**src/spm_pkg.sv**
```systemverilog
// Shared constants and types for the system protection monitors.
// Assumes a single 125 MHz clock and a 32-bit Avalon-MM register port.
package spm_pkg;

   // ==========================================================
   // Register map: word indices, byte address is four times the index
   // ==========================================================
   localparam int unsigned IDX_W = 6;
   localparam logic [5:0] IDX_RESET_STATUS = 6'h06;
   localparam logic [5:0] IDX_PROTECTION = 6'h20;
   localparam logic [5:0] IDX_PERIODIC = 6'h22;
   localparam logic [5:0] IDX_SERVICE = 6'h26;
   localparam logic [5:0] IDX_EVENT_STATUS = 6'h30;
   localparam logic [5:0] IDX_EVENT_ENABLE = 6'h31;
   localparam logic [5:0] IDX_EVENT_CLEAR = 6'h32;

   // ==========================================================
   // Protection control fields
   // ==========================================================
   localparam int unsigned PROT_WDOG_EN = 7;
   localparam int unsigned PROT_PRESCALE = 6;
   localparam int unsigned PROT_WT_HI = 5;
   localparam int unsigned PROT_WT_LO = 4;
   localparam int unsigned PROT_HALT_EN = 3;
   localparam int unsigned PROT_BUS_EN = 2;
   localparam int unsigned PROT_BMT_HI = 1;
   localparam int unsigned PROT_BMT_LO = 0;
   localparam logic [7:0] PROT_RESET = 8'h80;

   // ==========================================================
   // Periodic interrupt control fields
   // ==========================================================
   localparam int unsigned PIC_W = 11;
   localparam int unsigned PIC_LVL_HI = 10;
   localparam int unsigned PIC_LVL_LO = 8;
   localparam int unsigned PIC_VEC_HI = 7;
   localparam int unsigned PIC_VEC_LO = 0;
   localparam logic [10:0] PIC_RESET = 11'h00f;
   localparam logic [2:0] PIC_LVL_OFF = 3'h0;

   // ==========================================================
   // Service sequence, reset status and event bits
   // ==========================================================
   localparam logic [7:0] SERVICE_ARM = 8'h55;
   localparam logic [7:0] SERVICE_FIRE = 8'haa;
   localparam int unsigned RST_EXT = 7;
   localparam int unsigned RST_POW = 6;
   localparam int unsigned RST_SW = 5;
   localparam int unsigned RST_HALT = 4;
   localparam int unsigned EV_W = 3;
   localparam int unsigned EV_WDOG = 0;
   localparam int unsigned EV_HALT = 1;
   localparam int unsigned EV_BUS = 2;

   // ==========================================================
   // Timing
   // ==========================================================
   localparam int unsigned FAST_REF_DIV = 128;
   localparam int unsigned WDOG_PRESCALE = 512;
   localparam int unsigned RATIO_BASE_LOG2 = 9;
   localparam int unsigned RATIO_STEP_LOG2 = 2;
   localparam int unsigned RATIO_CNT_W = 16;
   localparam logic [6:0] BUSMON_BASE = 7'h40;
   localparam int unsigned RST_HOLD_CYCLES = 16;

   typedef enum logic {SPM_RUN, SPM_HOLD} spm_rst_state_t;

endpackage

```
**src/spm_wdog_if.sv**
```systemverilog
// Carries the watchdog settings and events between the control block and the timer.
// Assumes both ends run on the same clock.
`timescale 1ns/1ns
interface spm_wdog_if;
   logic enable;
   logic prescale;
   logic [1:0] timing;
   logic ext_clock;
   logic fast_ref;
   logic ref_tick;
   logic service;
   logic expired;

   modport ctrl (output enable, output prescale, output timing, output ext_clock, output fast_ref,
                 output ref_tick, output service, input expired);
   modport timer (input enable, input prescale, input timing, input ext_clock, input fast_ref,
                  input ref_tick, input service, output expired);
endinterface

```
**src/spm_protection.sv**
```systemverilog
// System protection monitors: watchdog, halt monitor, bus monitor, periodic interrupt control.
// Assumes a 125 MHz clock, synchronous active-high reset and an Avalon-MM master.
//
// The implementer's own choices: the Avalon-MM interface to the registers and the placing of the registers.
`timescale 1ns/1ns
// Operation
// - Protection control register takes only the first write after each reset.
// - Only the low byte of protection control exists; upper byte reads zero.
// - Watchdog runs only while its enable bit is one; enable resets to one.
// - Prescale bit set divides the watchdog clock by 512 before counting.
// - Prescale bit resets to the inverse of the sampled clock mode pin.
// - Divide ratio from prescale and timing field: 2^9..2^15 or 2^18..2^24.
// - Crystal reference counts reference periods; fast reference first divided by 128.
// - With an external system clock the ratio counts system clock periods.
// - Halt monitor acts only while its enable bit is one; resets to zero.
// - External bus cycles are monitored only while the bus monitor enable is one.
// - Bus time-out 64, 32, 16 or 8 clocks by timing field; resets 00.
// - Periodic control bits 10..0 read and write freely; bits 15..11 read zero.
// - Periodic request level sets interrupt priority; zero suppresses periodic interrupts.
// - On acknowledge, the vector field is supplied; it resets to 0x0f.
// - A watchdog reset is recorded in the reset status when leaving reset.
module spm_protection #(
   parameter int unsigned HOLD_CYCLES = spm_pkg::RST_HOLD_CYCLES
) (
   // Clock and reset
   input wire logic clock,
   input wire logic reset,
   input wire logic power_on,
   // Avalon-MM register port
   input wire logic [7:0] address,
   input wire logic read,
   input wire logic write,
   input wire logic [31:0] writedata,
   input wire logic [3:0] byteenable,
   output logic [31:0] readdata,
   output logic waitrequest,
   // Pins and straps
   input wire logic clock_mode_pin,
   input wire logic crystal_input_pin,
   input wire logic ext_clock_strap,
   input wire logic fast_ref_strap,
   // Processor and external bus
   input wire logic cpu_halted,
   input wire logic ext_cycle,
   input wire logic ext_ack,
   output logic bus_error,
   // Periodic timer interrupt
   input wire logic periodic_timer_tick,
   input wire logic periodic_iack,
   output logic [2:0] periodic_irq_level,
   output logic [7:0] periodic_vector,
   output logic periodic_vector_valid,
   // System reset and event interrupt
   output logic system_reset,
   output logic irq
);

   // ==========================================================
   // Pin synchronisers
   // ==========================================================
   localparam int unsigned NPIN = 4;
   localparam int unsigned PIN_MODE = 0;
   localparam int unsigned PIN_XTAL = 1;
   localparam int unsigned PIN_EXT = 2;
   localparam int unsigned PIN_FAST = 3;
   wire [NPIN-1:0] pin_raw = {fast_ref_strap, ext_clock_strap, crystal_input_pin, clock_mode_pin};
   logic [NPIN-1:0] sync1_q;
   logic [NPIN-1:0] sync2_q;
   logic xtal_prev_q;

   genvar gi;
   generate
      for (gi = 0; gi < NPIN; gi++) begin : g_sync
         always_ff @(posedge clock) begin
            sync1_q[gi] <= pin_raw[gi];
            sync2_q[gi] <= sync1_q[gi];
         end
      end
   endgenerate

   always_ff @(posedge clock) begin
      xtal_prev_q <= sync2_q[PIN_XTAL];
   end

   wire ref_tick = sync2_q[PIN_XTAL] & ~xtal_prev_q;

   // ==========================================================
   // Avalon-MM slave
   // ==========================================================
   logic waitrequest_q;
   logic [31:0] readdata_q;
   logic [31:0] read_word;
   wire req = read | write;
   wire take = req & ~waitrequest_q;
   wire [5:0] idx = address[7:2];
   wire wr_lo = take & write & byteenable[0];
   wire wr_hi = take & write & byteenable[1];

   function automatic logic hit(input logic [5:0] a, input logic [5:0] reg_idx);
      hit = (a == reg_idx);
   endfunction

   // Every access is answered one cycle after it is seen, mapped or not.
   always_ff @(posedge clock) begin
      if (reset) begin
         waitrequest_q <= 1'b1;
         readdata_q <= 32'h0000_0000;
      end else begin
         waitrequest_q <= ~(req & waitrequest_q);
         if (req & waitrequest_q) begin
            readdata_q <= read_word;
         end
      end
   end

   // ==========================================================
   // Protection control
   // ==========================================================
   logic [7:0] prot_q;
   logic prot_written_q;
   wire prot_wr = wr_lo & hit(idx, spm_pkg::IDX_PROTECTION) & ~prot_written_q;

   always_ff @(posedge clock) begin
      if (reset) begin
         prot_q <= spm_pkg::PROT_RESET;
         // The prescale bit takes the complement of the synchronised mode strap.
         prot_q[spm_pkg::PROT_PRESCALE] <= ~sync2_q[PIN_MODE];
         prot_written_q <= 1'b0;
      end else if (prot_wr) begin
         prot_q <= writedata[7:0];
         prot_written_q <= 1'b1;
      end
   end

   wire wdog_en = prot_q[spm_pkg::PROT_WDOG_EN];
   wire halt_en = prot_q[spm_pkg::PROT_HALT_EN];
   wire bus_en = prot_q[spm_pkg::PROT_BUS_EN];
   wire [1:0] bmt = prot_q[spm_pkg::PROT_BMT_HI:spm_pkg::PROT_BMT_LO];

   // ==========================================================
   // Periodic interrupt control
   // ==========================================================
   logic [10:0] pic_q;
   wire pic_hit = take & write & hit(idx, spm_pkg::IDX_PERIODIC);

   always_ff @(posedge clock) begin
      if (reset) begin
         pic_q <= spm_pkg::PIC_RESET;
      end else if (pic_hit) begin
         if (byteenable[0]) begin
            pic_q[7:0] <= writedata[7:0];
         end
         if (byteenable[1]) begin
            pic_q[10:8] <= writedata[10:8];
         end
      end
   end

   wire [2:0] pic_level = pic_q[spm_pkg::PIC_LVL_HI:spm_pkg::PIC_LVL_LO];
   wire [7:0] pic_vector = pic_q[spm_pkg::PIC_VEC_HI:spm_pkg::PIC_VEC_LO];

   logic pit_pending_q;
   logic [2:0] pit_level_q;
   logic [7:0] pit_vector_q;
   logic pit_vector_valid_q;
   wire pit_set = periodic_timer_tick & (pic_level != spm_pkg::PIC_LVL_OFF);
   wire pit_ack = periodic_iack & pit_pending_q;

   // A new tick in the acknowledge cycle keeps the request pending.
   always_ff @(posedge clock) begin
      if (reset) begin
         pit_pending_q <= 1'b0;
         pit_level_q <= spm_pkg::PIC_LVL_OFF;
         pit_vector_q <= 8'h00;
         pit_vector_valid_q <= 1'b0;
      end else begin
         pit_pending_q <= pit_set | (pit_pending_q & ~pit_ack & (pic_level != spm_pkg::PIC_LVL_OFF));
         pit_level_q <= (pit_set | (pit_pending_q & ~pit_ack)) ? pic_level : spm_pkg::PIC_LVL_OFF;
         pit_vector_valid_q <= pit_ack;
         if (pit_ack) begin
            pit_vector_q <= pic_vector;
         end
      end
   end

   // ==========================================================
   // Watchdog service and timer
   // ==========================================================
   logic armed_q;
   wire svc_wr = wr_lo & hit(idx, spm_pkg::IDX_SERVICE);
   wire svc_arm = svc_wr & (writedata[7:0] == spm_pkg::SERVICE_ARM);
   wire svc_fire = svc_wr & armed_q & (writedata[7:0] == spm_pkg::SERVICE_FIRE);

   // Other writes between the two keys leave the sequence armed.
   always_ff @(posedge clock) begin
      if (reset | svc_fire) begin
         armed_q <= 1'b0;
      end else if (svc_arm) begin
         armed_q <= 1'b1;
      end
   end

   spm_wdog_if wd_bus();
   assign wd_bus.enable = wdog_en;
   assign wd_bus.prescale = prot_q[spm_pkg::PROT_PRESCALE];
   assign wd_bus.timing = prot_q[spm_pkg::PROT_WT_HI:spm_pkg::PROT_WT_LO];
   assign wd_bus.ext_clock = sync2_q[PIN_EXT];
   assign wd_bus.fast_ref = sync2_q[PIN_FAST];
   assign wd_bus.ref_tick = ref_tick;
   assign wd_bus.service = svc_fire;

   spm_wdog_timer u_timer (
      .clock(clock),
      .reset(reset),
      .wd(wd_bus.timer)
   );

   // ==========================================================
   // Bus monitor
   // ==========================================================
   logic [6:0] bm_cnt_q;
   logic bm_done_q;
   logic bus_error_q;
   wire bm_active = bus_en & ext_cycle & ~ext_ack & ~bm_done_q;
   wire [6:0] bm_limit = spm_pkg::BUSMON_BASE >> bmt;
   wire bm_timeout = bm_active & (bm_cnt_q == bm_limit - 7'h01);

   always_ff @(posedge clock) begin
      if (reset | ~bm_active) begin
         bm_cnt_q <= 7'h00;
      end else begin
         bm_cnt_q <= bm_cnt_q + 7'h01;
      end
   end

   // One error per cycle; the flag drops when the master ends the cycle.
   always_ff @(posedge clock) begin
      if (reset | ~ext_cycle) begin
         bm_done_q <= 1'b0;
         bus_error_q <= 1'b0;
      end else begin
         bus_error_q <= bm_timeout;
         if (bm_timeout) begin
            bm_done_q <= 1'b1;
         end
      end
   end

   // ==========================================================
   // System reset sequencer and cause recording
   // ==========================================================
   spm_pkg::spm_rst_state_t rst_state_q;
   logic [15:0] hold_q;
   logic sys_reset_q;
   wire wdog_trip = wd_bus.expired & wdog_en;
   wire halt_trip = halt_en & cpu_halted;
   wire trip = (wdog_trip | halt_trip) & (rst_state_q == spm_pkg::SPM_RUN);

   always_ff @(posedge clock) begin
      if (reset) begin
         rst_state_q <= spm_pkg::SPM_RUN;
         hold_q <= 16'h0000;
         sys_reset_q <= 1'b0;
      end else begin
         case (rst_state_q)
            spm_pkg::SPM_RUN: begin
               if (trip) begin
                  rst_state_q <= spm_pkg::SPM_HOLD;
                  hold_q <= 16'(HOLD_CYCLES - 1);
                  sys_reset_q <= 1'b1;
               end
            end
            spm_pkg::SPM_HOLD: begin
               if (hold_q == 16'h0000) begin
                  rst_state_q <= spm_pkg::SPM_RUN;
                  sys_reset_q <= 1'b0;
               end else begin
                  hold_q <= hold_q - 16'h0001;
               end
            end
            default: begin
               rst_state_q <= spm_pkg::SPM_RUN;
               sys_reset_q <= 1'b0;
            end
         endcase
      end
   end

   // Causes survive the block reset they provoke; power-on clears the watchdog and halt causes, and leaving reset clears all once copied into the status.
   logic cause_wdog_q;
   logic cause_halt_q;
   logic cause_pow_q;
   logic in_reset_q;
   logic [7:0] rstat_q;
   wire leaving = in_reset_q & ~reset;

   always_ff @(posedge clock) begin
      in_reset_q <= reset | power_on;
      if (power_on) begin
         cause_wdog_q <= 1'b0;
         cause_halt_q <= 1'b0;
         cause_pow_q <= 1'b1;
         rstat_q <= 8'h00;
      end else if (leaving) begin
         rstat_q <= 8'h00;
         rstat_q[spm_pkg::RST_SW] <= cause_wdog_q;
         rstat_q[spm_pkg::RST_HALT] <= cause_halt_q;
         rstat_q[spm_pkg::RST_POW] <= cause_pow_q;
         rstat_q[spm_pkg::RST_EXT] <= ~(cause_wdog_q | cause_halt_q | cause_pow_q);
         cause_wdog_q <= 1'b0;
         cause_halt_q <= 1'b0;
         cause_pow_q <= 1'b0;
      end else if (trip) begin
         cause_wdog_q <= wdog_trip;
         cause_halt_q <= halt_trip;
      end
   end

   // ==========================================================
   // Event status, enable and interrupt
   // ==========================================================
   logic [spm_pkg::EV_W-1:0] ev_status_q;
   logic [spm_pkg::EV_W-1:0] ev_enable_q;
   logic irq_q;
   wire [spm_pkg::EV_W-1:0] ev_set = {bm_timeout, halt_trip & trip, wdog_trip & trip};
   wire [spm_pkg::EV_W-1:0] ev_clr = (wr_lo & hit(idx, spm_pkg::IDX_EVENT_CLEAR)) ?
                                     writedata[spm_pkg::EV_W-1:0] : '0;

   // A set in the clearing cycle wins.
   always_ff @(posedge clock) begin
      if (reset) begin
         ev_status_q <= '0;
         ev_enable_q <= '0;
         irq_q <= 1'b0;
      end else begin
         ev_status_q <= (ev_status_q & ~ev_clr) | ev_set;
         if (wr_lo & hit(idx, spm_pkg::IDX_EVENT_ENABLE)) begin
            ev_enable_q <= writedata[spm_pkg::EV_W-1:0];
         end
         irq_q <= |(((ev_status_q & ~ev_clr) | ev_set) & ev_enable_q);
      end
   end

   // ==========================================================
   // Read data
   // ==========================================================
   always_comb begin
      read_word = 32'h0000_0000;
      case (idx)
         spm_pkg::IDX_PROTECTION: read_word[7:0] = prot_q;
         spm_pkg::IDX_PERIODIC: read_word[10:0] = pic_q;
         spm_pkg::IDX_RESET_STATUS: read_word[7:0] = rstat_q;
         spm_pkg::IDX_EVENT_STATUS: read_word[spm_pkg::EV_W-1:0] = ev_status_q;
         spm_pkg::IDX_EVENT_ENABLE: read_word[spm_pkg::EV_W-1:0] = ev_enable_q;
         default: read_word = 32'h0000_0000;
      endcase
   end

   // ==========================================================
   // Outputs
   // ==========================================================
   assign readdata = readdata_q;
   assign waitrequest = waitrequest_q;
   assign bus_error = bus_error_q;
   assign periodic_irq_level = pit_level_q;
   assign periodic_vector = pit_vector_q;
   assign periodic_vector_valid = pit_vector_valid_q;
   assign system_reset = sys_reset_q;
   assign irq = irq_q;

endmodule

```
**src/spm_wdog_timer.sv**
```systemverilog
// Watchdog counting chain: reference divider, prescaler and ratio counter.
// Assumes ref_tick is already a one-cycle pulse on the system clock.
`timescale 1ns/1ns
module spm_wdog_timer (
   // Clock and reset
   input wire logic clock,
   input wire logic reset,
   // Watchdog settings and events
   spm_wdog_if.timer wd
);

   // ==========================================================
   // Tick chain
   // ==========================================================
   logic [6:0] ref_div_q;
   logic [8:0] pre_q;
   logic [spm_pkg::RATIO_CNT_W-1:0] cnt_q;
   logic expired_q;
   wire clear_all = reset | wd.service | ~wd.enable;
   wire ref_wrap = wd.ref_tick & (ref_div_q == 7'(spm_pkg::FAST_REF_DIV - 1));
   // With an external system clock every cycle counts, whatever the reference.
   wire base_tick = wd.ext_clock | (wd.fast_ref ? ref_wrap : wd.ref_tick);
   wire pre_wrap = base_tick & (pre_q == 9'(spm_pkg::WDOG_PRESCALE - 1));
   wire count_tick = wd.prescale ? pre_wrap : base_tick;
   localparam int unsigned RATIO_CNT_W = spm_pkg::RATIO_CNT_W;
   wire [4:0] ratio_log2 = 5'(spm_pkg::RATIO_BASE_LOG2) + 5'({wd.timing, 1'b0});
   wire [spm_pkg::RATIO_CNT_W-1:0] limit = RATIO_CNT_W'((17'h1 << ratio_log2) - 17'h1);
   wire terminal = count_tick & (cnt_q == limit);
   always_ff @(posedge clock) begin
      if (clear_all | ~wd.fast_ref) begin
         ref_div_q <= 7'h00;
      end else if (wd.ref_tick) begin
         ref_div_q <= ref_wrap ? 7'h00 : ref_div_q + 7'h01;
      end
   end
   always_ff @(posedge clock) begin
      if (clear_all | ~wd.prescale) begin
         pre_q <= 9'h000;
      end else if (base_tick) begin
         pre_q <= pre_wrap ? 9'h000 : pre_q + 9'h001;
      end
   end
   // Counting stops while disabled and restarts on service.
   always_ff @(posedge clock) begin
      if (clear_all) begin
         cnt_q <= '0;
         expired_q <= 1'b0;
      end else begin
         expired_q <= terminal;
         if (count_tick) begin
            cnt_q <= terminal ? '0 : cnt_q + RATIO_CNT_W'(1);
         end
      end
   end

   assign wd.expired = expired_q;

endmodule

```
**config.mk**
```make
export PLATFORM = sky130hd
export DESIGN_NAME = spm_protection
export DESIGN_NICKNAME = d
export VERILOG_FILES = /design/src/spm_pkg.sv /design/src/spm_wdog_if.sv /design/src/spm_protection.sv /design/src/spm_wdog_timer.sv
export SDC_FILE = /design/constraint.sdc
export NUM_CORES = 1
export LEC_CHECK = 0
export ABC_AREA = 1
export BUFFER_PORTS_ARGS = -buffer_cell sky130_fd_sc_hd__buf_2
export CORE_ASPECT_RATIO = 0.75
export CORE_MARGIN = 4
export CORE_UTILIZATION = 25
export CTS_CLUSTER_DIAMETER = 150
export DETAILED_ROUTE_END_ITERATION = 7
export GPL_ROUTABILITY_DRIVEN = 0
export SLEW_MARGIN = 20
export SYNTH_ARGS = -nofsm -noshare
export SYNTH_HDL_FRONTEND = slang
export SYNTH_SLANG_ARGS = --single-unit
```
**constraint.sdc**
```tcl
create_clock -name clock -period 1.85 [get_ports clock]
set_input_delay 0.2775 -clock clock [delete_from_list [all_inputs] [get_ports clock]]
set_output_delay 0.2775 -clock clock [all_outputs]
set_load 0.01 [all_outputs]
```
==> results of run 1 <==
registers in the layout (all words and copies together) (netlist names), 2 cells and up:
name and cells:
bm_cnt_q 7, ev_status_q 3, u_timer.ref_div_q 7, pic_q 11
prot_q 8, rstat_q 4, sync1_q 4, sync2_q 2
u_timer.cnt_q 16, readdata 11, periodic_vector 8, ev_enable_q 3
u_timer.pre_q 9, periodic_irq_level 3, hold_q 16
synth_stat cells (3+ instances only):
library cell    n
buf_2           5
xor2_1         10
nand4_1        14
or2_2           4
xnor2_1         5
nand3b_1        3
nor2_1        139
nand2_4         3
clkbuf_1        9
nand3_1        56
nand2_1       175
inv_2           8
a21oi_1        72
nor2_2          3
buf_6           3
inv_1          97
nand3_2         3
nor3_1         13
ha_1            7
buf_4          22
dfxtp_1       129
o21ai_0        55
through the flow:
stage          total power [mW]  setup WS (ps)  cell area, µm²  hold WS, ps
2_1_floorplan              3.13           38.7            6090          305
3_3_place_gp               3.22           23.4            6690          316
3_5_place_dp               3.22           11.4            6690          315
4_1_cts                    6.95           4.11            7400         35.3
5_1_grt                    7.15          -72.2            7480         51.2
6_report                   6.88           63.5            7480         64.0
logic make-up after synthesis:
group           after synthesis
xor+xnor                     15
compound gates              137
simple gates                422
fa+ha+maj                     7
other cells                   1
buf+inv                     145
flops                       130
layout make-up:
| cell class | count | share of cell area |
|---|---|---|
| Antenna cell | 1 | 0.000335 |
| Clock buffer | 21 | 0.0616 |
| Clock inverter | 10 | 0.0244 |
| Inverter | 105 | 0.0530 |
| Multi-Input combinational cell | 602 | 0.383 |
| Sequential cell | 130 | 0.350 |
| Tap cell | 300 | 0.0502 |
| Timing Repair Buffer | 93 | 0.0781 |
per-layer routing:
layer	vias up	track usage	wire length (µm)
met5	-	0	0
met4	0	0.0416	242
met3	21	0.0385	1070
met2	129	0.162	6240
met1	2469	0.167	7890
li1	2888	-	-
report_power, final:
group	leakage (nW)	internal, mW	switching [mW]	total (mW)
Clock	0.317	2.45	1.25	3.70
Sequential	1.06	2.84	0.0224	2.86
Combinational	1.92	0.113	0.208	0.321
worst paths after layout:
path | startpoint | endpoint | slack (ps) | cells after the start
max | u_timer.pre_q[0] | u_timer.cnt_q[1] | 60 | 13
min | power_on | rstat_q[7] | 60 | 2
max reg2reg | u_timer.pre_q[0] | u_timer.cnt_q[1] | 60 | 13
min reg2reg | sync1_q[2] | wd_bus.ext_clock | 330 | 0
timing repair:
item / in CTS / in global routing
hold buffers: 4 / 0
resized for setup: 3 / 23
pin swaps: 1 / 7
buffers inserted: 3 / 2
setup endpoints to repair: 2 / 30
endpoints found under the hold margin: 4 / 0
placed cells by master (no fill, tap or decap), drive strengths merged:
master / n
xor2: 10
nor2: 144
xnor2: 5
conb: 21
a21oi: 72
inv: 105
a31oi: 2
o21bai: 2
edfxtp: 1
dfxtp: 129
nand2: 180
ha: 7
buf: 89
clkbuf: 21
nand3b: 3
or2: 6
dlygate4sd3: 4
o21ai: 57
diode: 1
o31ai: 1
a31o: 1
bufinv: 5
nand4: 14
o22ai: 1
a211oi: 1
clkinv: 5
nor3: 13
nor3b: 1
nor4: 2
nand3: 59
==> reports/results.txt, run 1 <==
Synth Area in Compound Gates: 0.117
peak supply drop: 729 µV
Worst Hold Class: input port to flip-flop
area of the multi-input gates: 2860 µm²
die height: 142 µm
CP Class: flip-flop to flip-flop
GRT overflow: 0
max_cap viols: 0
Vias: 5507
CP delay by family, top: simple AND/OR/NAND/NOR gates
max-slew violations: 0
ys async rst share: 0
global-route wire length before repair: 24800 µm
EDFF count, synth: 1
drt pass-1 iters: 5
die area: 26600 µm²
WP buf/inv: 2
minimum clock period: 1790 ps
crit-path max FO: 6
CP max stage cell: dfxtp_2
number of buffers created by CTS: 17
nets: 1014
Final Util: 0.320
Core Area: 23400 µm²
Syn Area/Cell: 7.02 µm²
1st-iter DRT viols: 215
vias in the first global route: 4951
Post-DP HPWL: 11400 µm
share of the cycle needed by the critical path after routing: 0.966
Clock Pin Slew Worst Setup and Hold Paths: 60 ps
endpoints failing setup: 0
FF+latch area: 2620 µm²
largest net degree at the start of global routing: 31
synth-to-layout area growth: 24.3%
XOR/XNOR share of the synthesized area: 0.0218
TritonCTS clock tree: done
non-filler cells, final: 1262
Port Buffer Count: 59
initial antenna violation count: 0
largest family of logic cells by synthesized area: simple AND/OR/NAND/NOR gates
clk_skew: 8.41 ps
Post-Syn Area: 6020 µm²
Ys Warns: 0
Fillers: 2498
crit path capture type: flip-flop
Final Hold Viols: 0
Initial Util: 0.258
site row count: 48
CP peak stage delay: 350 ps
clock tree buffer depth: 2
die width: 187 µm
Placed Cells: 1221
Power Density: 920 nW/µm²
status: finished clean
H-tree Lvls: 4
setup TNS: 0 ps
cell repeated most along the worst path: nor2_1
post-synthesis adder-cell area fraction: 0.0146
Synth Flop Type: dfxtp_1
sequential share of the synthesized area: 0.434
LEAKAGE: 3.29 nW
clk_lat worst skew: 420 ps
vias per cell: 4.36
DR WL/cell: 12.2 µm
Synth area leader: dfxtp_1
CP Cell Sequence: ha_4 -> nand3_2 -> nor2_2 -> nand2_1 -> nor2_1 -> ha_2 -> inv_2 -> nand2_2 -> nand2_4 -> buf_12 -> or2_0 -> o21ai_1 -> nor2_1
Distinct cells, synth: 38
Num Clock Sinks: 130
area share of and/or/nand/nor cells after synthesis: 0.301
Post-Syn Instances: 857
critical path startpoint category: flip-flop
mux share of post-synthesis cell area: 0
Synth area leaders: dfxtp_1 (43%), nand2_1 (11%), nor2_1 (8.7%)
residual DRC count: 0
#FFs+latches synth: 130
RSZ-0062 raised after global routing: true
WL final: 15400 µm
Ports: 106
share of cells above drive strength 1: 0.169
post-route ant nets: 0
Yosys top cell area share: 0.429
CTS root buf: clkbuf_16
Total GRT Usage: 0.116
Worst EP arrival: 2100 ps
worst path required time: 2160 ps
f_max: 0.560 GHz
Note: power is estimated with default switching activity, not from simulation.
==> run 2: changes to the inputs <==
clock period = 2.3 ns   (was 1.85 ns; I/O delays follow)
==> run 2 against run 1 <==
- via count is 2.2% lower
- maximum frequency down 13%
- combinational power decreased by 29%
- clock power decreased by 24%
- cell area down 3.9%
- critical path depth grew 1
- final cell count down 1.9%
- first-iteration DRC count grew 34%
- sequential power fell by 20%
- die area unchanged
- core utilization fell by 1.3 points
- critical path type unchanged
- largest cell class unchanged
- highest routed layer unchanged
==> reports/results.txt, run 2 (same netlist as run 1, synthesis figures left out) <==
status: finished clean
endpoints failing setup: 0 (unchanged)
ANT cells: 0 (-1)
share of cells above drive strength 1: 0.140 (-0.0289)
relative slew slack: 0.603
R2R Path Start: u_timer.pre_q[1]
Clock Pin Slew Worst Setup and Hold Paths: 60 ps (about the same)
CP Cell Sequence: ha_2 -> nand3_1 -> nor2_1 -> nand2_1 -> nor2_1 -> ha_1 -> inv_1 -> nand2_1 -> nand2_4 -> buf_4 -> nor2_2 -> nor2_4 -> nand2_1 -> nor2_1
max-slew violations: 0 (unchanged)
Critical Path Start: u_timer.pre_q[1]
Ports: 106 (unchanged)
clock tree buffer depth: 2 (unchanged)
DR WL/cell: 12.2 µm (-0.34%)
worst r2r dst: u_timer.cnt_q[9]
LEAKAGE: 3.14 nW (-4.7%)
biggest registers after layout: hold_q x16, u_timer.cnt_q x16
site row count: 48 (unchanged)
minimum clock period: 2060 ps (+276 ps)
crit-path max FO: 20 (+14)
most common cell after layout, fill and taps aside: nand2_1
die height: 142 µm (unchanged)
Final Util: 0.308 (-0.0126)
post-route ant nets: 0 (unchanged)
pre-CTS WS: 178 ps (+167 ps)
internal power: 4.07 mW (-25%)
peak supply drop: 556 µV (-24%)
CP Class: flip-flop to flip-flop
Worst Hold Class: input port to flip-flop
Worst R2R Path Depth: 14 (+1)
nets: 990 (-2.4%)
critical path startpoint category: flip-flop
Sw Ratio: 0.238 (+0.0231)
Worst Slack Setup Final: 237 ps (+174 ps)
Slew @ Worst Pin: 591 ps
Worst EP arrival: 2380 ps (+280 ps)
residual DRC count: 0 (unchanged)
Num Clock Sinks: 130 (unchanged)
CTS root buf: clkbuf_16
most frequent cells in the layout: nand2_1 (175), nor2_1 (138), dfxtp_1 (128), inv_1 (96), a21oi_1 (72)
clk_skew: 10.3 ps (+1.88 ps)
crit path capture type: flip-flop
end of the critical path: u_timer.cnt_q[9]
clk_lat worst skew: 430 ps (about the same)
global-route wire length before repair: 24500 µm (-1.3%)
Power Density: 743 nW/µm² (-19%)
CP max stage cell: dfxtp_1
setup TNS: 0 ps (unchanged)
die area: 26600 µm² (unchanged)
synth-to-layout area growth: 19.4%
Placed Cells: 1206 (-1.2%)
CTS Hold Bufs: 0 (-4)
WL final: 15100 µm (-2.2%)
Clk pwr share: 0.527 (-0.011)
max_cap viols: 0 (unchanged)
GRT overflow: 0 (unchanged)
vias in the first global route: 4807 (-2.9%)
Initial Util: 0.258 (unchanged)
initial antenna violation count: 0 (unchanged)
combinational share of power: 0.043 (-0.004)
non-filler cells, final: 1238 (-1.9%)
Vias: 5388 (-2.2%)
number of buffers created by CTS: 17 (unchanged)
Total GRT Usage: 0.115 (-0.00160)
Port Buffer Count: 59 (unchanged)
Worst Hold Launch: clock_mode_pin
Sequential Power Share: 0.431 (+0.015)
NetSw: 1.27 mW (-14%)
Post-DP HPWL: 11100 µm (-2.4%)
Final Hold Viols: 0 (unchanged)
RSZ-0062 raised after global routing: false
Core Area: 23400 µm² (unchanged)
H-tree Lvls: 4 (unchanged)
drt pass-1 iters: 5 (unchanged)
f_max: 0.485 GHz (-13%)
1st-iter DRT viols: 289 (+34%)
vias per cell: 4.35 (-0.26%)
Reg2Reg Setup Slack: 240 ps (+170 ps)
share of the cycle needed by the critical path after routing: 0.897 (-0.0689)
worst path required time: 2610 ps (+450 ps)
die width: 187 µm (unchanged)
CP peak stage delay: 350 ps (about the same)
total power: 5.34 mW (-22%)
TritonCTS clock tree: done
largest net degree at the start of global routing: 25 (-19%)
-- run 2: changes by cell type in the layout (fill, tap and decap cells not counted), sizes merged, moves of 2 or more --
cell         before  now
buf              89   69
bufinv            5    3
dlygate4sd3       4    0
inv             105  107
clkbuf           21   18
clkinvlp          0    3
-- run 2: how the worst min path moves through the flow --
| stage | endpoint | cells after the start |
|---|---|---|
| 6_report | sync1_q[0] | 1 |
| 5_1_grt | sync1_q[0] | 1 |
| 4_1_cts | sync1_q[0] | 1 |
| 3_5_place_dp | wd_bus.ext_clock | 0 |
| 3_3_place_gp | sync2_q[0] | 0 |
| 2_1_floorplan | sync2_q[0] | 0 |
-- run 2: layer usage --
metal | GRT usage | vias up | routed length [µm]
met3 | 0.0365 | 16 | 855
met1 | 0.167 | 2422 | 8000
met4 | 0.0385 | 0 | 195
met5 | 0 | - | 0
met2 | 0.159 | 126 | 6040
li1 | - | 2824 | -
-- run 2: through the flow --
| stage | instance area (µm²) | hold WS, ps |
|---|---|---|
| 2_1_floorplan | 6090 | 310 |
| 3_3_place_gp | 6570 | 318 |
| 3_5_place_dp | 6570 | 314 |
| 4_1_cts | 7180 | 0.386 |
| 5_1_grt | 7190 | 4.27 |
| 6_report | 7190 | 18.9 |
-- run 2: power by group through the flow --
stage / sequential [mW] / combinational, mW / clock, mW
2_1_floorplan: 2.35 / 0.170 / 0
3_3_place_gp: 2.35 / 0.224 / 0
3_5_place_dp: 2.35 / 0.224 / 0
4_1_cts: 2.30 / 0.226 / 2.87
5_1_grt: 2.30 / 0.258 / 2.96
6_report: 2.30 / 0.229 / 2.81
-- run 2: area by class of cell --
cell class | instances | area (µm²)
fill | 2476 | 16200
multi-input combinational | 602 | 2820
sequential | 130 | 2610
clock buffer | 18 | 429
inverter | 105 | 398
tap | 300 | 375
timing repair buffer | 69 | 370
clock inverter | 14 | 180
-- run 2: timing repair --
item / 4_1_cts / 5_1_grt
setup buffers: 0 / 0
endpoints found under the setup margin: 0 / 10
resized for setup: 0 / 4
-- run 2: critical path: cells and delay by family, from the launching register on --
kind                     cells  cell delay, ps
buffers and inverters        2             300
flip-flops                   1             350
AND/OR/NAND/NOR             10             910
adder cells (fa/ha/maj)      2             390
